$ cat config.mk
export PLATFORM = sky130hd
export DESIGN_NAME = acq_host
export DESIGN_NICKNAME = d
export VERILOG_FILES = /design/src/shared/acq_pkg.sv /design/src/core/acq_host.sv
export SDC_FILE = /design/constraint.sdc
export NUM_CORES = 1
export LEC_CHECK = 0
export BUFFER_PORTS_ARGS = -buffer_cell sky130_fd_sc_hd__buf_2
export CORE_AREA = 2 2 350 352
export CTS_BUF_LIST = sky130_fd_sc_hd__clkbuf_8
export DETAILED_ROUTE_END_ITERATION = 6
export DIE_AREA = 0 0 352 354
export GPL_TIMING_DRIVEN = 0
export HOLD_SLACK_MARGIN = 0.02
export MAX_ROUTING_LAYER = met4
export PLACE_DENSITY = 0.66
export SETUP_SLACK_MARGIN = 0.15
export SYNTH_ARGS = -nofsm -noshare
export SYNTH_HDL_FRONTEND = slang
export SYNTH_SLANG_ARGS = --single-unit
$ cat constraint.sdc
create_clock -name CORE_CLK -period 3.4 [get_ports CORE_CLK]
set_clock_uncertainty 0.2 [all_clocks]
set_input_delay 0.17 -clock CORE_CLK [delete_from_list [all_inputs] [get_ports CORE_CLK]]
set_output_delay 0.17 -clock CORE_CLK [all_outputs]
set_load 0.05 [all_outputs]
$ cat src/shared/acq_pkg.sv
// Constants and carrier types of the cell queue servicing controller.
package acq_pkg;
    // Device side data ports and interrupt registers.
    localparam logic [31:0] TXQ_BASE = 32'h3d00_0000;
    localparam logic [31:0] RXQ_BASE = 32'h3c00_0000;
    localparam logic [31:0] IRQ_EN_ADDR = 32'h3c80_0000;
    localparam logic [31:0] IRQ_PEND_ADDR = 32'h3c80_0004;
    localparam int RX_BIT = 16;
    localparam int TX_BIT = 0;
    // Cell sizes in 32-bit words.
    localparam logic [4:0] WORDS_STD = 5'h0e;
    localparam logic [4:0] WORDS_MID = 5'h0f;
    localparam logic [4:0] WORDS_MAX = 5'h10;
    // Controller register map.
    localparam logic [7:0] REG_CTRL = 8'h00;
    localparam logic [7:0] REG_STAT = 8'h04;
    localparam logic [7:0] REG_TXCNT = 8'h08;
    localparam logic [7:0] REG_RXACK = 8'h0c;
    localparam logic [1:0] WIN_TXBUF = 2'h1;
    localparam logic [1:0] WIN_RXBUF = 2'h2;
    // Control fields and reset values.
    localparam int CTRL_TX_EN = 0;
    localparam int CTRL_RX_EN = 1;
    localparam int CTRL_IRQ = 2;
    localparam int CTRL_SIZE = 3;
    localparam logic [4:0] CTRL_RST = 5'h00;
    localparam logic [7:0] CNT_RST = 8'h00;
    // Status fields and synchroniser depth.
    localparam int STAT_RX_FULL = 0;
    localparam int STAT_BUSY = 1;
    localparam int STAT_TX_LEFT = 8;
    localparam int STAT_RX_CNT = 16;
    localparam int SYNC_STAGES = 3;

    typedef struct packed {
        logic [31:0] addr;
        logic [31:0] wdata;
        logic wr;
        logic rd;
    } acq_qbus_t;

    typedef struct packed {
        logic [7:0] addr;
        logic [31:0] wdata;
        logic wr;
        logic rd;
    } acq_sw_t;
endpackage

$ cat src/core/acq_host.sv
// Controller that services the device transmit and receive cell queues.
`timescale 1ns/10ps
// Overview of operation
// - One event moves exactly one cell.
// - Cell size is 14, 15 or 16 words.
// - Queue port accesses are whole 32-bit words.
// - Word elements, auto-increment, frame-synchronised transfers.
// - Transmit cells written starting at transmit port.
// - Receive cells read starting at receive port.
// - Transmit element count equals configured cell size.
// - Receive element count equals configured cell size.
// - Service routine reads pending, moves cell, clears.
// - Event-driven servicing preferred over interrupt servicing.
module acq_host #(
    parameter int BUF_WORDS = 16
) (
    // Clock and reset.
    input wire logic CORE_CLK,
    input wire logic RST_N,
    // Software register port.
    input wire acq_pkg::acq_sw_t SW,
    output logic [31:0] SW_RDATA,
    // Device queue and register bus.
    output acq_pkg::acq_qbus_t Q_BUS,
    input wire logic [31:0] Q_RDATA,
    // Device event and interrupt pins.
    input wire logic TX_QUEUE_EVENT,
    input wire logic RX_QUEUE_EVENT,
    input wire logic QUEUE_CPU_INTERRUPT
);
    import acq_pkg::*;

    typedef enum logic [6:0] {
        ST_INIT = 7'h01,
        ST_IDLE = 7'h02,
        ST_TX = 7'h04,
        ST_RX = 7'h08,
        ST_PRD = 7'h10,
        ST_PCAP = 7'h20,
        ST_CLR = 7'h40
    } acq_state_t;

    acq_state_t state_r, state_nxt;
    logic [3:0] idx_r;
    logic svc_rx_r;
    logic [4:0] ctrl_r;
    logic dirty_r;
    logic [7:0] tx_left_r;
    logic [7:0] rx_cnt_r;
    logic rx_full_r;
    logic [31:0] sw_rdata_r;
    logic [31:0] tx_buf [BUF_WORDS];
    logic [31:0] rx_buf [BUF_WORDS];
    acq_qbus_t q_r;
    logic rd_d_r;
    logic rd_pend_r;
    logic [3:0] rd_idx_r;
    logic [2:0] s1_r, s2_r, s3_r, lvl_r;
    logic tx_evt, rx_evt, irq_lvl;
    logic [4:0] words;
    logic [4:0] cell_words_r;
    logic last;
    logic rd_busy;
    logic go_tx, go_rx, go_prd;
    logic pend_vld;
    logic cap_last;

    // Pins are sampled by three flops; a change counts once stages two and three agree.
    always_ff @(posedge CORE_CLK or negedge RST_N) begin
        if (!RST_N) begin
            s1_r <= 3'h0;
            s2_r <= 3'h0;
            s3_r <= 3'h0;
            lvl_r <= 3'h0;
        end else begin
            s1_r <= {QUEUE_CPU_INTERRUPT, RX_QUEUE_EVENT, TX_QUEUE_EVENT};
            s2_r <= s1_r;
            s3_r <= s2_r;
            for (int i = 0; i < SYNC_STAGES; i++) begin
                if (s2_r[i] == s3_r[i]) begin
                    lvl_r[i] <= s3_r[i];
                end
            end
        end
    end

    assign tx_evt = lvl_r[0];
    assign rx_evt = lvl_r[1];
    assign irq_lvl = lvl_r[2];

    always_comb begin
        case (ctrl_r[CTRL_SIZE +: 2])
            2'h0: words = WORDS_STD;
            2'h1: words = WORDS_MID;
            default: words = WORDS_MAX;
        endcase
    end

    assign last = ({1'b0, idx_r} == cell_words_r - 5'h01);
    assign rd_busy = q_r.rd | rd_d_r;
    assign pend_vld = rd_d_r & rd_pend_r;
    assign cap_last = rd_d_r & !rd_pend_r & ({1'b0, rd_idx_r} == cell_words_r - 5'h01);

    // Start decisions; a cell only starts on a live event level or pending bit.
    always_comb begin
        go_tx = 1'b0;
        go_rx = 1'b0;
        go_prd = 1'b0;
        if (state_r == ST_IDLE && !dirty_r) begin
            if (ctrl_r[CTRL_IRQ]) begin
                go_prd = irq_lvl & !rd_busy;
            end else if (ctrl_r[CTRL_TX_EN] && tx_evt && tx_left_r != CNT_RST) begin
                go_tx = 1'b1;
            end else if (ctrl_r[CTRL_RX_EN] && rx_evt && !rx_full_r && !rd_busy) begin
                go_rx = 1'b1;
            end
        end else if (state_r == ST_PCAP && pend_vld) begin
            if (Q_RDATA[TX_BIT] && ctrl_r[CTRL_TX_EN] && tx_left_r != CNT_RST) begin
                go_tx = 1'b1;
            end else if (Q_RDATA[RX_BIT] && ctrl_r[CTRL_RX_EN] && !rx_full_r) begin
                go_rx = 1'b1;
            end
        end
    end

    always_comb begin
        case (state_r)
            ST_INIT: state_nxt = ST_IDLE;
            ST_IDLE: begin
                if (dirty_r) begin
                    state_nxt = ST_INIT;
                end else if (go_prd) begin
                    state_nxt = ST_PRD;
                end else if (go_tx) begin
                    state_nxt = ST_TX;
                end else if (go_rx) begin
                    state_nxt = ST_RX;
                end else begin
                    state_nxt = ST_IDLE;
                end
            end
            ST_TX, ST_RX: begin
                if (!last) begin
                    state_nxt = state_r;
                end else if (ctrl_r[CTRL_IRQ]) begin
                    state_nxt = ST_CLR;
                end else begin
                    state_nxt = ST_IDLE;
                end
            end
            ST_PRD: state_nxt = ST_PCAP;
            ST_PCAP: begin
                if (!pend_vld) begin
                    state_nxt = ST_PCAP;
                end else if (go_tx) begin
                    state_nxt = ST_TX;
                end else if (go_rx) begin
                    state_nxt = ST_RX;
                end else begin
                    state_nxt = ST_IDLE;
                end
            end
            ST_CLR: state_nxt = ST_IDLE;
            default: state_nxt = ST_IDLE;
        endcase
    end

    always_ff @(posedge CORE_CLK or negedge RST_N) begin
        if (!RST_N) begin
            state_r <= ST_INIT;
            idx_r <= 4'h0;
            svc_rx_r <= 1'b0;
            cell_words_r <= WORDS_STD;
        end else begin
            state_r <= state_nxt;
            // The size is held for the whole cell, so a control write cannot stretch or cut it.
            if (go_tx || go_rx) begin
                cell_words_r <= words;
            end
            if (state_r == ST_TX || state_r == ST_RX) begin
                idx_r <= idx_r + 4'h1;
            end else begin
                idx_r <= 4'h0;
            end
            if (go_tx) begin
                svc_rx_r <= 1'b0;
            end else if (go_rx) begin
                svc_rx_r <= 1'b1;
            end
        end
    end

    // Device bus: one registered word access per cycle, never both strobes.
    always_ff @(posedge CORE_CLK or negedge RST_N) begin
        if (!RST_N) begin
            q_r <= '0;
        end else begin
            q_r <= '0;
            case (state_r)
                ST_INIT: begin
                    q_r.wr <= 1'b1;
                    q_r.addr <= IRQ_EN_ADDR;
                    q_r.wdata[RX_BIT] <= ctrl_r[CTRL_IRQ] & ctrl_r[CTRL_RX_EN];
                    q_r.wdata[TX_BIT] <= ctrl_r[CTRL_IRQ] & ctrl_r[CTRL_TX_EN];
                end
                ST_TX: begin
                    q_r.wr <= 1'b1;
                    q_r.addr <= TXQ_BASE + {26'h0, idx_r, 2'h0};
                    q_r.wdata <= tx_buf[idx_r];
                end
                ST_RX: begin
                    q_r.rd <= 1'b1;
                    q_r.addr <= RXQ_BASE + {26'h0, idx_r, 2'h0};
                end
                ST_PRD: begin
                    q_r.rd <= 1'b1;
                    q_r.addr <= IRQ_PEND_ADDR;
                end
                ST_CLR: begin
                    q_r.wr <= 1'b1;
                    q_r.addr <= IRQ_PEND_ADDR;
                    q_r.wdata[RX_BIT] <= svc_rx_r;
                    q_r.wdata[TX_BIT] <= !svc_rx_r;
                end
                default: q_r <= '0;
            endcase
        end
    end

    assign Q_BUS = q_r;

    // Read data returns one cycle after the strobe leaves this block.
    always_ff @(posedge CORE_CLK or negedge RST_N) begin
        if (!RST_N) begin
            rd_d_r <= 1'b0;
            rd_pend_r <= 1'b0;
            rd_idx_r <= 4'h0;
        end else begin
            rd_d_r <= q_r.rd;
            rd_pend_r <= (q_r.addr == IRQ_PEND_ADDR);
            rd_idx_r <= q_r.addr[5:2];
        end
    end

    always_ff @(posedge CORE_CLK) begin
        if (rd_d_r && !rd_pend_r) begin
            rx_buf[rd_idx_r] <= Q_RDATA;
        end
        if (SW.wr && SW.addr[7:6] == WIN_TXBUF) begin
            tx_buf[SW.addr[5:2]] <= SW.wdata;
        end
    end

    // Software registers; a finished receive cell wins over its acknowledge.
    always_ff @(posedge CORE_CLK or negedge RST_N) begin
        if (!RST_N) begin
            ctrl_r <= CTRL_RST;
            dirty_r <= 1'b1;
            tx_left_r <= CNT_RST;
            rx_cnt_r <= CNT_RST;
            rx_full_r <= 1'b0;
        end else begin
            if (SW.wr && SW.addr == REG_CTRL) begin
                ctrl_r <= SW.wdata[4:0];
            end
            if (SW.wr && SW.addr == REG_CTRL) begin
                dirty_r <= 1'b1;
            end else if (state_r == ST_INIT) begin
                dirty_r <= 1'b0;
            end
            if (SW.wr && SW.addr == REG_TXCNT) begin
                tx_left_r <= SW.wdata[7:0];
            end else if (go_tx) begin
                tx_left_r <= tx_left_r - 8'h01;
            end
            if (cap_last) begin
                rx_full_r <= 1'b1;
                rx_cnt_r <= rx_cnt_r + 8'h01;
            end else if (SW.wr && SW.addr == REG_RXACK && SW.wdata[STAT_RX_FULL]) begin
                rx_full_r <= 1'b0;
            end
        end
    end

    always_ff @(posedge CORE_CLK or negedge RST_N) begin
        if (!RST_N) begin
            sw_rdata_r <= 32'h0;
        end else begin
            sw_rdata_r <= 32'h0;
            if (SW.rd) begin
                if (SW.addr == REG_CTRL) begin
                    sw_rdata_r <= {27'h0, ctrl_r};
                end else if (SW.addr == REG_STAT) begin
                    sw_rdata_r[STAT_RX_FULL] <= rx_full_r;
                    sw_rdata_r[STAT_BUSY] <= (state_r != ST_IDLE);
                    sw_rdata_r[STAT_TX_LEFT +: 8] <= tx_left_r;
                    sw_rdata_r[STAT_RX_CNT +: 8] <= rx_cnt_r;
                end else if (SW.addr[7:6] == WIN_TXBUF) begin
                    sw_rdata_r <= tx_buf[SW.addr[5:2]];
                end else if (SW.addr[7:6] == WIN_RXBUF) begin
                    sw_rdata_r <= rx_buf[SW.addr[5:2]];
                end
            end
        end
    end

    assign SW_RDATA = sw_rdata_r;

    // Checks; run counters measure each burst of queue accesses.
    logic tx_wr_q, rx_rd_q;
    logic [4:0] tx_run_r, rx_run_r;
    assign tx_wr_q = q_r.wr && q_r.addr[31:24] == TXQ_BASE[31:24];
    assign rx_rd_q = q_r.rd && q_r.addr[31:16] == RXQ_BASE[31:16];

    always_ff @(posedge CORE_CLK or negedge RST_N) begin
        if (!RST_N) begin
            tx_run_r <= 5'h00;
            rx_run_r <= 5'h00;
        end else begin
            tx_run_r <= tx_wr_q ? tx_run_r + 5'h01 : 5'h00;
            rx_run_r <= rx_rd_q ? rx_run_r + 5'h01 : 5'h00;
        end
    end

    a_one_strobe: assert property (@(posedge CORE_CLK) disable iff (!RST_N)
        !(q_r.wr && q_r.rd) && q_r.addr[1:0] == 2'h0)
        else $error("queue bus access not a single aligned word");
    a_tx_start_addr: assert property (@(posedge CORE_CLK) disable iff (!RST_N)
        (state_r == ST_TX && idx_r == 4'h0) |=> q_r.wr && q_r.addr == TXQ_BASE)
        else $error("transmit cell did not start at transmit port");
    a_rx_start_addr: assert property (@(posedge CORE_CLK) disable iff (!RST_N)
        (state_r == ST_RX && idx_r == 4'h0) |=> q_r.rd && q_r.addr == RXQ_BASE)
        else $error("receive cell did not start at receive port");
    a_tx_cell_len: assert property (@(posedge CORE_CLK) disable iff (!RST_N)
        $fell(tx_wr_q) |-> tx_run_r == words)
        else $error("transmit burst length differs from cell size");
    a_rx_cell_len: assert property (@(posedge CORE_CLK) disable iff (!RST_N)
        $fell(rx_rd_q) |-> rx_run_r == words)
        else $error("receive burst length differs from cell size");
    a_tx_frame_sync: assert property (@(posedge CORE_CLK) disable iff (!RST_N)
        (state_r == ST_IDLE && state_nxt == ST_TX) |-> tx_evt && !ctrl_r[CTRL_IRQ])
        else $error("transmit cell started without an event");
    a_pend_read: assert property (@(posedge CORE_CLK) disable iff (!RST_N)
        (state_r == ST_PRD) |=> q_r.rd && q_r.addr == IRQ_PEND_ADDR ##2 state_r != ST_PCAP)
        else $error("pending register read not issued or not taken");
    a_clear_one_bit: assert property (@(posedge CORE_CLK) disable iff (!RST_N)
        (state_r == ST_CLR) |=> q_r.wr && q_r.addr == IRQ_PEND_ADDR
        && (q_r.wdata[RX_BIT] ^ q_r.wdata[TX_BIT]))
        else $error("pending clear did not write a single one");
    a_enable_write: assert property (@(posedge CORE_CLK) disable iff (!RST_N)
        (RST_N && state_r == ST_INIT) |=> q_r.wr && q_r.addr == IRQ_EN_ADDR
        && q_r.wdata[RX_BIT] == $past(ctrl_r[CTRL_IRQ] & ctrl_r[CTRL_RX_EN])
        && q_r.wdata[TX_BIT] == $past(ctrl_r[CTRL_IRQ] & ctrl_r[CTRL_TX_EN]))
        else $error("enable register write wrong");

    c_tx_cell: cover property (@(posedge CORE_CLK) disable iff (!RST_N) $fell(tx_wr_q));
    c_rx_cell: cover property (@(posedge CORE_CLK) disable iff (!RST_N) cap_last);
    c_irq_service: cover property (@(posedge CORE_CLK) disable iff (!RST_N)
        state_r == ST_PCAP ##1 state_r == ST_RX);
endmodule

==> results of run 1 <==
layout make-up:
type | count | area (um^2)
multi-input combinational | 1017 | 13450
fill | 9999 | 64080
inverter | 31 | 116.4
sequential | 1153 | 33980
clock inverter | 139 | 775.7
antenna | 16 | 40.04
clock buffer | 189 | 2601
buffer | 172 | 977.2
timing repair buffer | 316 | 2861
tap | 1625 | 2033
synth_stat cells, types with 13 or more instances:
cell type and number:
mux4_2 409, mux2_2 27, nor4_1 22, a211oi_1 19
a2111oi_0 13, a22oi_1 35, nand2_1 25, o22ai_1 34
edfxtp_1 1024, a21oi_1 32, nand2b_1 14, clkbuf_1 52
buf_2 48, mux2i_1 22, nor3_1 28, inv_1 30
nor2b_1 63, buf_4 56, nor2_1 92, nand3_1 15
dfrtp_1 126
flip-flops by register name (all words and copies together) (netlist names), 3 cells and up:
signal,flops
ctrl_r,5
s2_r,3
rx_buf,512
tx_left_r,8
cell_words_r,3
s1_r,3
state_r,7
s3_r,3
idx_r,4
SW_RDATA,32
Q_BUS,41
tx_buf,512
lvl_r,3
rx_cnt_r,8
rd_idx_r,4
per-layer routing:
metal / vias to the layer above / GRT usage, %
li1: 10945 / -
met1: 14344 / 29.99
met2: 1815 / 37.98
met3: 342 / 6.289
met4: 0 / 10.43
met5: - / -
repair_timing:
item / in CTS / in global routing
hold buffers: 123 / 0
setup endpoints to repair: 21 / 6
resized for setup: 4 / 4
hold endpoints to repair: 1295 / 0
cells by family after synthesis:
family | Yosys count | synth area share [%]
AOI/OAI and AO/OA | 185 | 2.742
other | 1 | 0.007789
xor gates and xnor gates | 17 | 0.3093
buffers and inverters | 203 | 2.225
adders and majority gates | 8 | 0.1923
and+or+nand+nor | 327 | 3.719
DFF | 1153 | 70.58
muxes | 458 | 20.22
through the flow:
step / TNS (ns) / hold slack [ns]
finish: 0 / 0.07682
global route: 0 / 0.05722
CTS: 0 / 0.02065
detailed placement: -144.08 / -0.07529
global placement: -1952.64 / 0.08331
floorplan: 0 / -0.3256
worst min path at each step:
stage	end	slack, ns	start	cells past startpoint
after floorplan	Q_BUS[0]	-0.33	RST_N	0
after global placement	s1_r[1]	0.08	RX_QUEUE_EVENT	1
after detailed placement	Q_BUS[4]	-0.08	RST_N	1
after CTS	SW_RDATA[2]	0.02	SW[0]	3
after global routing	tx_buf[14][31]	0.06	SW[33]	2
final	rx_buf[14][15]	0.08	Q_RDATA[15]	2
power by group:
| group | total, mW | internal, mW | switching (mW) |
|---|---|---|---|
| logic | 2.06 | 0.759 | 1.30 |
| clock network | 11.1 | 5.50 | 5.56 |
| registers | 15.6 | 15.6 | 0.0791 |
==> qor.yml, run 1 <==
die:
  core-area_mm2: 0.1209
  die_w_um: 352
  start_util_pct: 39.82
  fp.dieArea_mm2: 0.1246
  dieHeight_um: 354
  io-pin-count: 177
  rows: 128
setup_path:
  cp_max_fo: 10
  cp.arrival_ns: 3.78
  start_kind: "flop"
  cp_top_family: "buffers and inverters"
  path_class: "flop to flop"
  endpoint: "Q_BUS[2]"
  cp_cell_sequence: "clkbuf_1, buf_1, a211oi_1, a311o_1"
  crit_slowest_cell: "buf_1"
  max_stage_delay_ns: 1.00
  reg2reg_to: "Q_BUS[2]"
  endpoint_kind: "flop"
  r2r-start: "idx_r[2]"
  cp.depth: 4
  reg2reg_slack_ns: 0.17
  cp_num_buf_inv: 2
  critPathLaunch: "idx_r[2]"
  r2r_cells: 4
  crit_required_ns: 3.95
sta:
  rsz0062_at_grt: "no"
  fin_crit_sh_pct: 95.11
  worstMarginPinSlew_ns: 1.429
  slew_headroom_pct: 4.762
  worst_slack_ns: 0.1661
  report.final.slew_viol_count: 0
  period_minus_slack_ns: 3.234
  final_hold_viol_count: 0
  setup_viol: 0
  clock.fmax_mhz: 309.2
power_and_ir_drop:
  p_leak_nw: 18.99
  power.total_mw: 28.76
  power_density_mw_per_mm2: 506.0
  ir_worst_vdd_mv: 0.3624
drt:
  post_drt_wl_per_cell_um: 31.68
  vias: 27446
  dr.first_iter.drc_count: 4239
  totalWireLength_mm: 147.6
  routed.top_layer: "met4"
  remaining_drc_errors: 0
  drtAntennaViolNets: 0
  wl_met2_mm: 70.85
  drt-pass1-iter-count: 6
  wl_met1_mm: 54.54
  wl_met3_mm: 15.70
  via_per_inst: 5.892
clock_network:
  cts_root_buf: "clkbuf_8"
  cts.sinks: 1153
  numCtsBuffers: 181
  post-cts-setup-buffers: 0
  cts_tree: "done"
  h-tree-depth: 4
  clockBufferDepth: 3
  clkTransAtPathRegs_ns: 0.07
  clk_latency_ns: 0.88
synthesis:
  ys_types: 73
  synth_area_leaders: "edfxtp_1, mux4_2, dfrtp_1, buf_4, nor2b_1"
  synth_top_area_cell: "edfxtp_1"
  synthFlopType: "edfxtp_1"
  synth_edf_count: 1024
  syn-instance-count: 2352
  syn_area_mm2: 0.04814
  ys_seq_elements: 1153
  synth_top_area_share_pct: 63.87
  synthArstFlopShare_pct: 11.19
  syn_area_per_cell_um2: 20.47
  seq_area_frac_synth_pct: 70.58
  yosysWarnings: 0
cells_and_area:
  final_cell_mix: "edfxtp_1, mux4_2, buf_2"
  stdcell_count: 4658
  design_area_mm2: 0.05684
  drive_gt1_share_pct: 34.04
  num-nets-final: 2956
  final_util_pct: 47.01
  final_common_cell: "edfxtp_1"
  area_growth_pct: 18.06
placed_design:
  dpl.hpwl_mm: 100.4
  post-place-ws_ns: -0.7700
  gp_congestion: 0.9025
  post_dp_cell_area_mm2: 0.05212
  place.port_buffers: 154
  post-place-cells: 4190
global_route:
  grt_antenna_before_repair: 14
  grt_max_degree: 93
  first_global_vias: 27861
  grt_usage_pct: 24.27
  gr-total-overflow: 0
  grt_pass1_wl_mm: 205.6
run:
  maxCapViolations: 0
outcome:
  outcome: "completed"
worst_hold_path:
  hold_class: "primary input to flop"
Power figures use the tool's default switching activity.
==> run 2, diff against run 1 <==
- clock period: 3.4 -> 2.8 ns (I/O delays scaled with it)
==> run 2 against run 1 <==
Sequential share of layout area is 1.0 points lower. Non-clock buffer count grew 67. Worst setup slack worse by 0.070 ns. First-iteration DRC count increased by 0.50%. Hold slack got worse by 0.016 ns. Highest routed layer unchanged.
==> qor.yml, run 2 (synthesized netlist as in run 1, its figures left out) <==
clock_network:
  clk_latency_ns: 0.90  # was 0.88 ns
  h-tree-depth: 4  # unchanged
  cts_tree: "done"  # unchanged
  clockBufferDepth: 3  # unchanged
  cts_root_buf: "clkbuf_8"  # unchanged
  clkTransAtPathRegs_ns: 0.06  # was 0.07 ns
  numCtsBuffers: 180  # was 181
  cts.sinks: 1153  # unchanged
setup_path:
  cp_max_fo: 11  # was 10
  crit_slowest_cell: "buf_2"  # was buf_1
  path_class: "primary input to flop"  # was flop to flop
  endpoint_kind: "flop"  # unchanged
  crit_required_ns: 3.35  # was 3.95 ns
  crit_path_frequent_cell: "buf_2"
  cp.arrival_ns: 3.25  # was 3.78 ns
  max_stage_delay_ns: 0.62  # was 1.00 ns
  start_kind: "primary input"  # was flop
  cp_cell_sequence: "buf_2, buf_4, buf_2, buf_2, mux4_2, a22oi_1, a21oi_1, a21oi_1, a211oi_1"  # was clkbuf_1, buf_1, a211oi_1, a311o_1
die:
  rows: 128  # unchanged
  die_w_um: 352  # unchanged
  fp.dieArea_mm2: 0.1246  # unchanged
  start_util_pct: 39.82  # unchanged
  core-area_mm2: 0.1209  # unchanged
  io-pin-count: 177  # unchanged
  dieHeight_um: 354  # unchanged
placed_design:
  gp_congestion: 0.8947  # was 0.9025
  place.port_buffers: 154  # unchanged
  dpl.hpwl_mm: 101.2  # was 100.4 mm
  post-place-cells: 4191  # was 4,190
sta:
  worstMarginPinSlew_ns: 1.183  # was 1.429 ns
  slew_headroom_pct: 21.13  # was 4.762%
  holdWs_ns: 0.06079  # was 0.07682 ns
  clock.fmax_mhz: 369.8
  period_minus_slack_ns: 2.704
  final_hold_viol_count: 0  # unchanged
  fin_crit_sh_pct: 96.58
  setup_viol: 0  # unchanged
  rsz0062_at_grt: "yes"  # was no
  report.final.slew_viol_count: 0  # unchanged
power_and_ir_drop:
  power_density_mw_per_mm2: 606.7  # was 506.0 mW/mm^2
  p_leak_nw: 19.53  # was 18.99 nW
  ir_worst_vdd_mv: 0.3850  # was 0.3624 mV
global_route:
  grt_pass1_wl_mm: 211.7  # was 205.6 mm
  grt_antenna_before_repair: 20  # was 14
  first_global_vias: 28581  # was 27,861
  grt_usage_pct: 24.92  # was 24.27%
  grt_max_degree: 93  # unchanged
  gr-total-overflow: 0  # unchanged
cells_and_area:
  final_common_cell: "edfxtp_1"  # unchanged
  drive_gt1_share_pct: 35.75  # was 34.04%
  area_growth_pct: 20.13  # was 18.06%
  final_cell_mix: "edfxtp_1, mux4_2, buf_2"  # unchanged
  num-nets-final: 3022  # was 2,956
  fillCellCount: 9862  # was 9,999
  stdcell_count: 4726  # was 4,658
drt:
  post_drt_wl_per_cell_um: 32.13  # was 31.68 um
  dr.first_iter.drc_count: 4260  # was 4,239
  via_per_inst: 5.959  # was 5.892
  drtAntennaViolNets: 0  # unchanged
  drt-pass1-iter-count: 6  # unchanged
  vias: 28164  # was 27,446
  totalWireLength_mm: 151.8  # was 147.6 mm
  remaining_drc_errors: 0  # unchanged
run:
  maxCapViolations: 0  # unchanged
worst_hold_path:
  hold_class: "primary input to flop"  # unchanged
outcome:
  outcome: "completed"  # unchanged
run 2: path summary, 6_finish.rpt:
check / start / endpoint / cells past startpoint / slack, ns
setup / recovery: SW[37] / SW_RDATA[20] / 9 / 0.1
hold / removal: SW[34] / SW_RDATA[2] / 6 / 0.06
setup reg to reg: idx_r[2] / Q_BUS[19] / 4 / 0.16
hold reg to reg: s1_r[2] / s2_r[2] / 0 / 0.18
max in group asynchronous: RST_N / idx_r[1] / 5 / 1.56
min in group asynchronous: RST_N / Q_BUS[12] / 4 / 0.12
run 2: where the power goes:
part | leakage [nW] | internal (mW) | total (mW) | switching (mW)
Sequential | 10.9 | 18.9 | 19.0 | 0.101
Clock | 2.01 | 6.78 | 13.6 | 6.77
Combinational | 6.60 | 0.947 | 2.55 | 1.60
run 2: stage by stage:
stage	util, %	worst slack (ns)	TNS [ns]	cell area [um^2]	power (mW)
final	47.83	0.09568	0	57830	35.09
after global routing	47.83	0.09166	0	57830	36.04
after global placement	42.25	-3.431	-2019.77	51090	21.54
after floorplan	-	-0.3993	-104.28	48290	20.64
after CTS	47.71	0.1267	0	57690	35.18
after detailed placement	43.13	-1.300	-427.79	52150	21.64
run 2: layout make-up:
cell class              count  area (um^2)  share of cell area (%)
diodes                     16        40.04                 0.06923
plain buffers             172         1090                   1.884
clock buffers             194         2670                   4.617
clock inverters           135        732.0                   1.266
inverters                  31        116.4                  0.2012
multi-input cells        1017        13470                   23.30
flip-flops and latches   1153        33980                   58.76
well taps                1625         2033                   3.516
repair buffers            383         3697                   6.393
run 2: worst max-delay path, delay by kind of cell:
kind                   cells  cell delay [ns]
AOI/OAI and AO/OA          4             1.31
buffers and inverters      4             1.38
muxes                      1             0.40
run 2: what timing repair did:
| action | CTS | global route |
|---|---|---|
| gates cloned | 0 | 0 |
| resized for setup | 72 | 13 |
| hold endpoints to repair | 1381 | 0 |
| setup buffers | 41 | 7 |
| hold buffers | 141 | 0 |
| endpoints found under the setup margin | 631 | 75 |
| pin swaps | 27 | 3 |
run 2: routing by layer:
layer	vias up	part of all wire [%]	GRT usage, %
met5	-	0	-
met4	0	4.4	11.44
met3	366	11	6.351
met2	1998	47	38.28
met1	14716	37	31.24
li1	11084	-	-
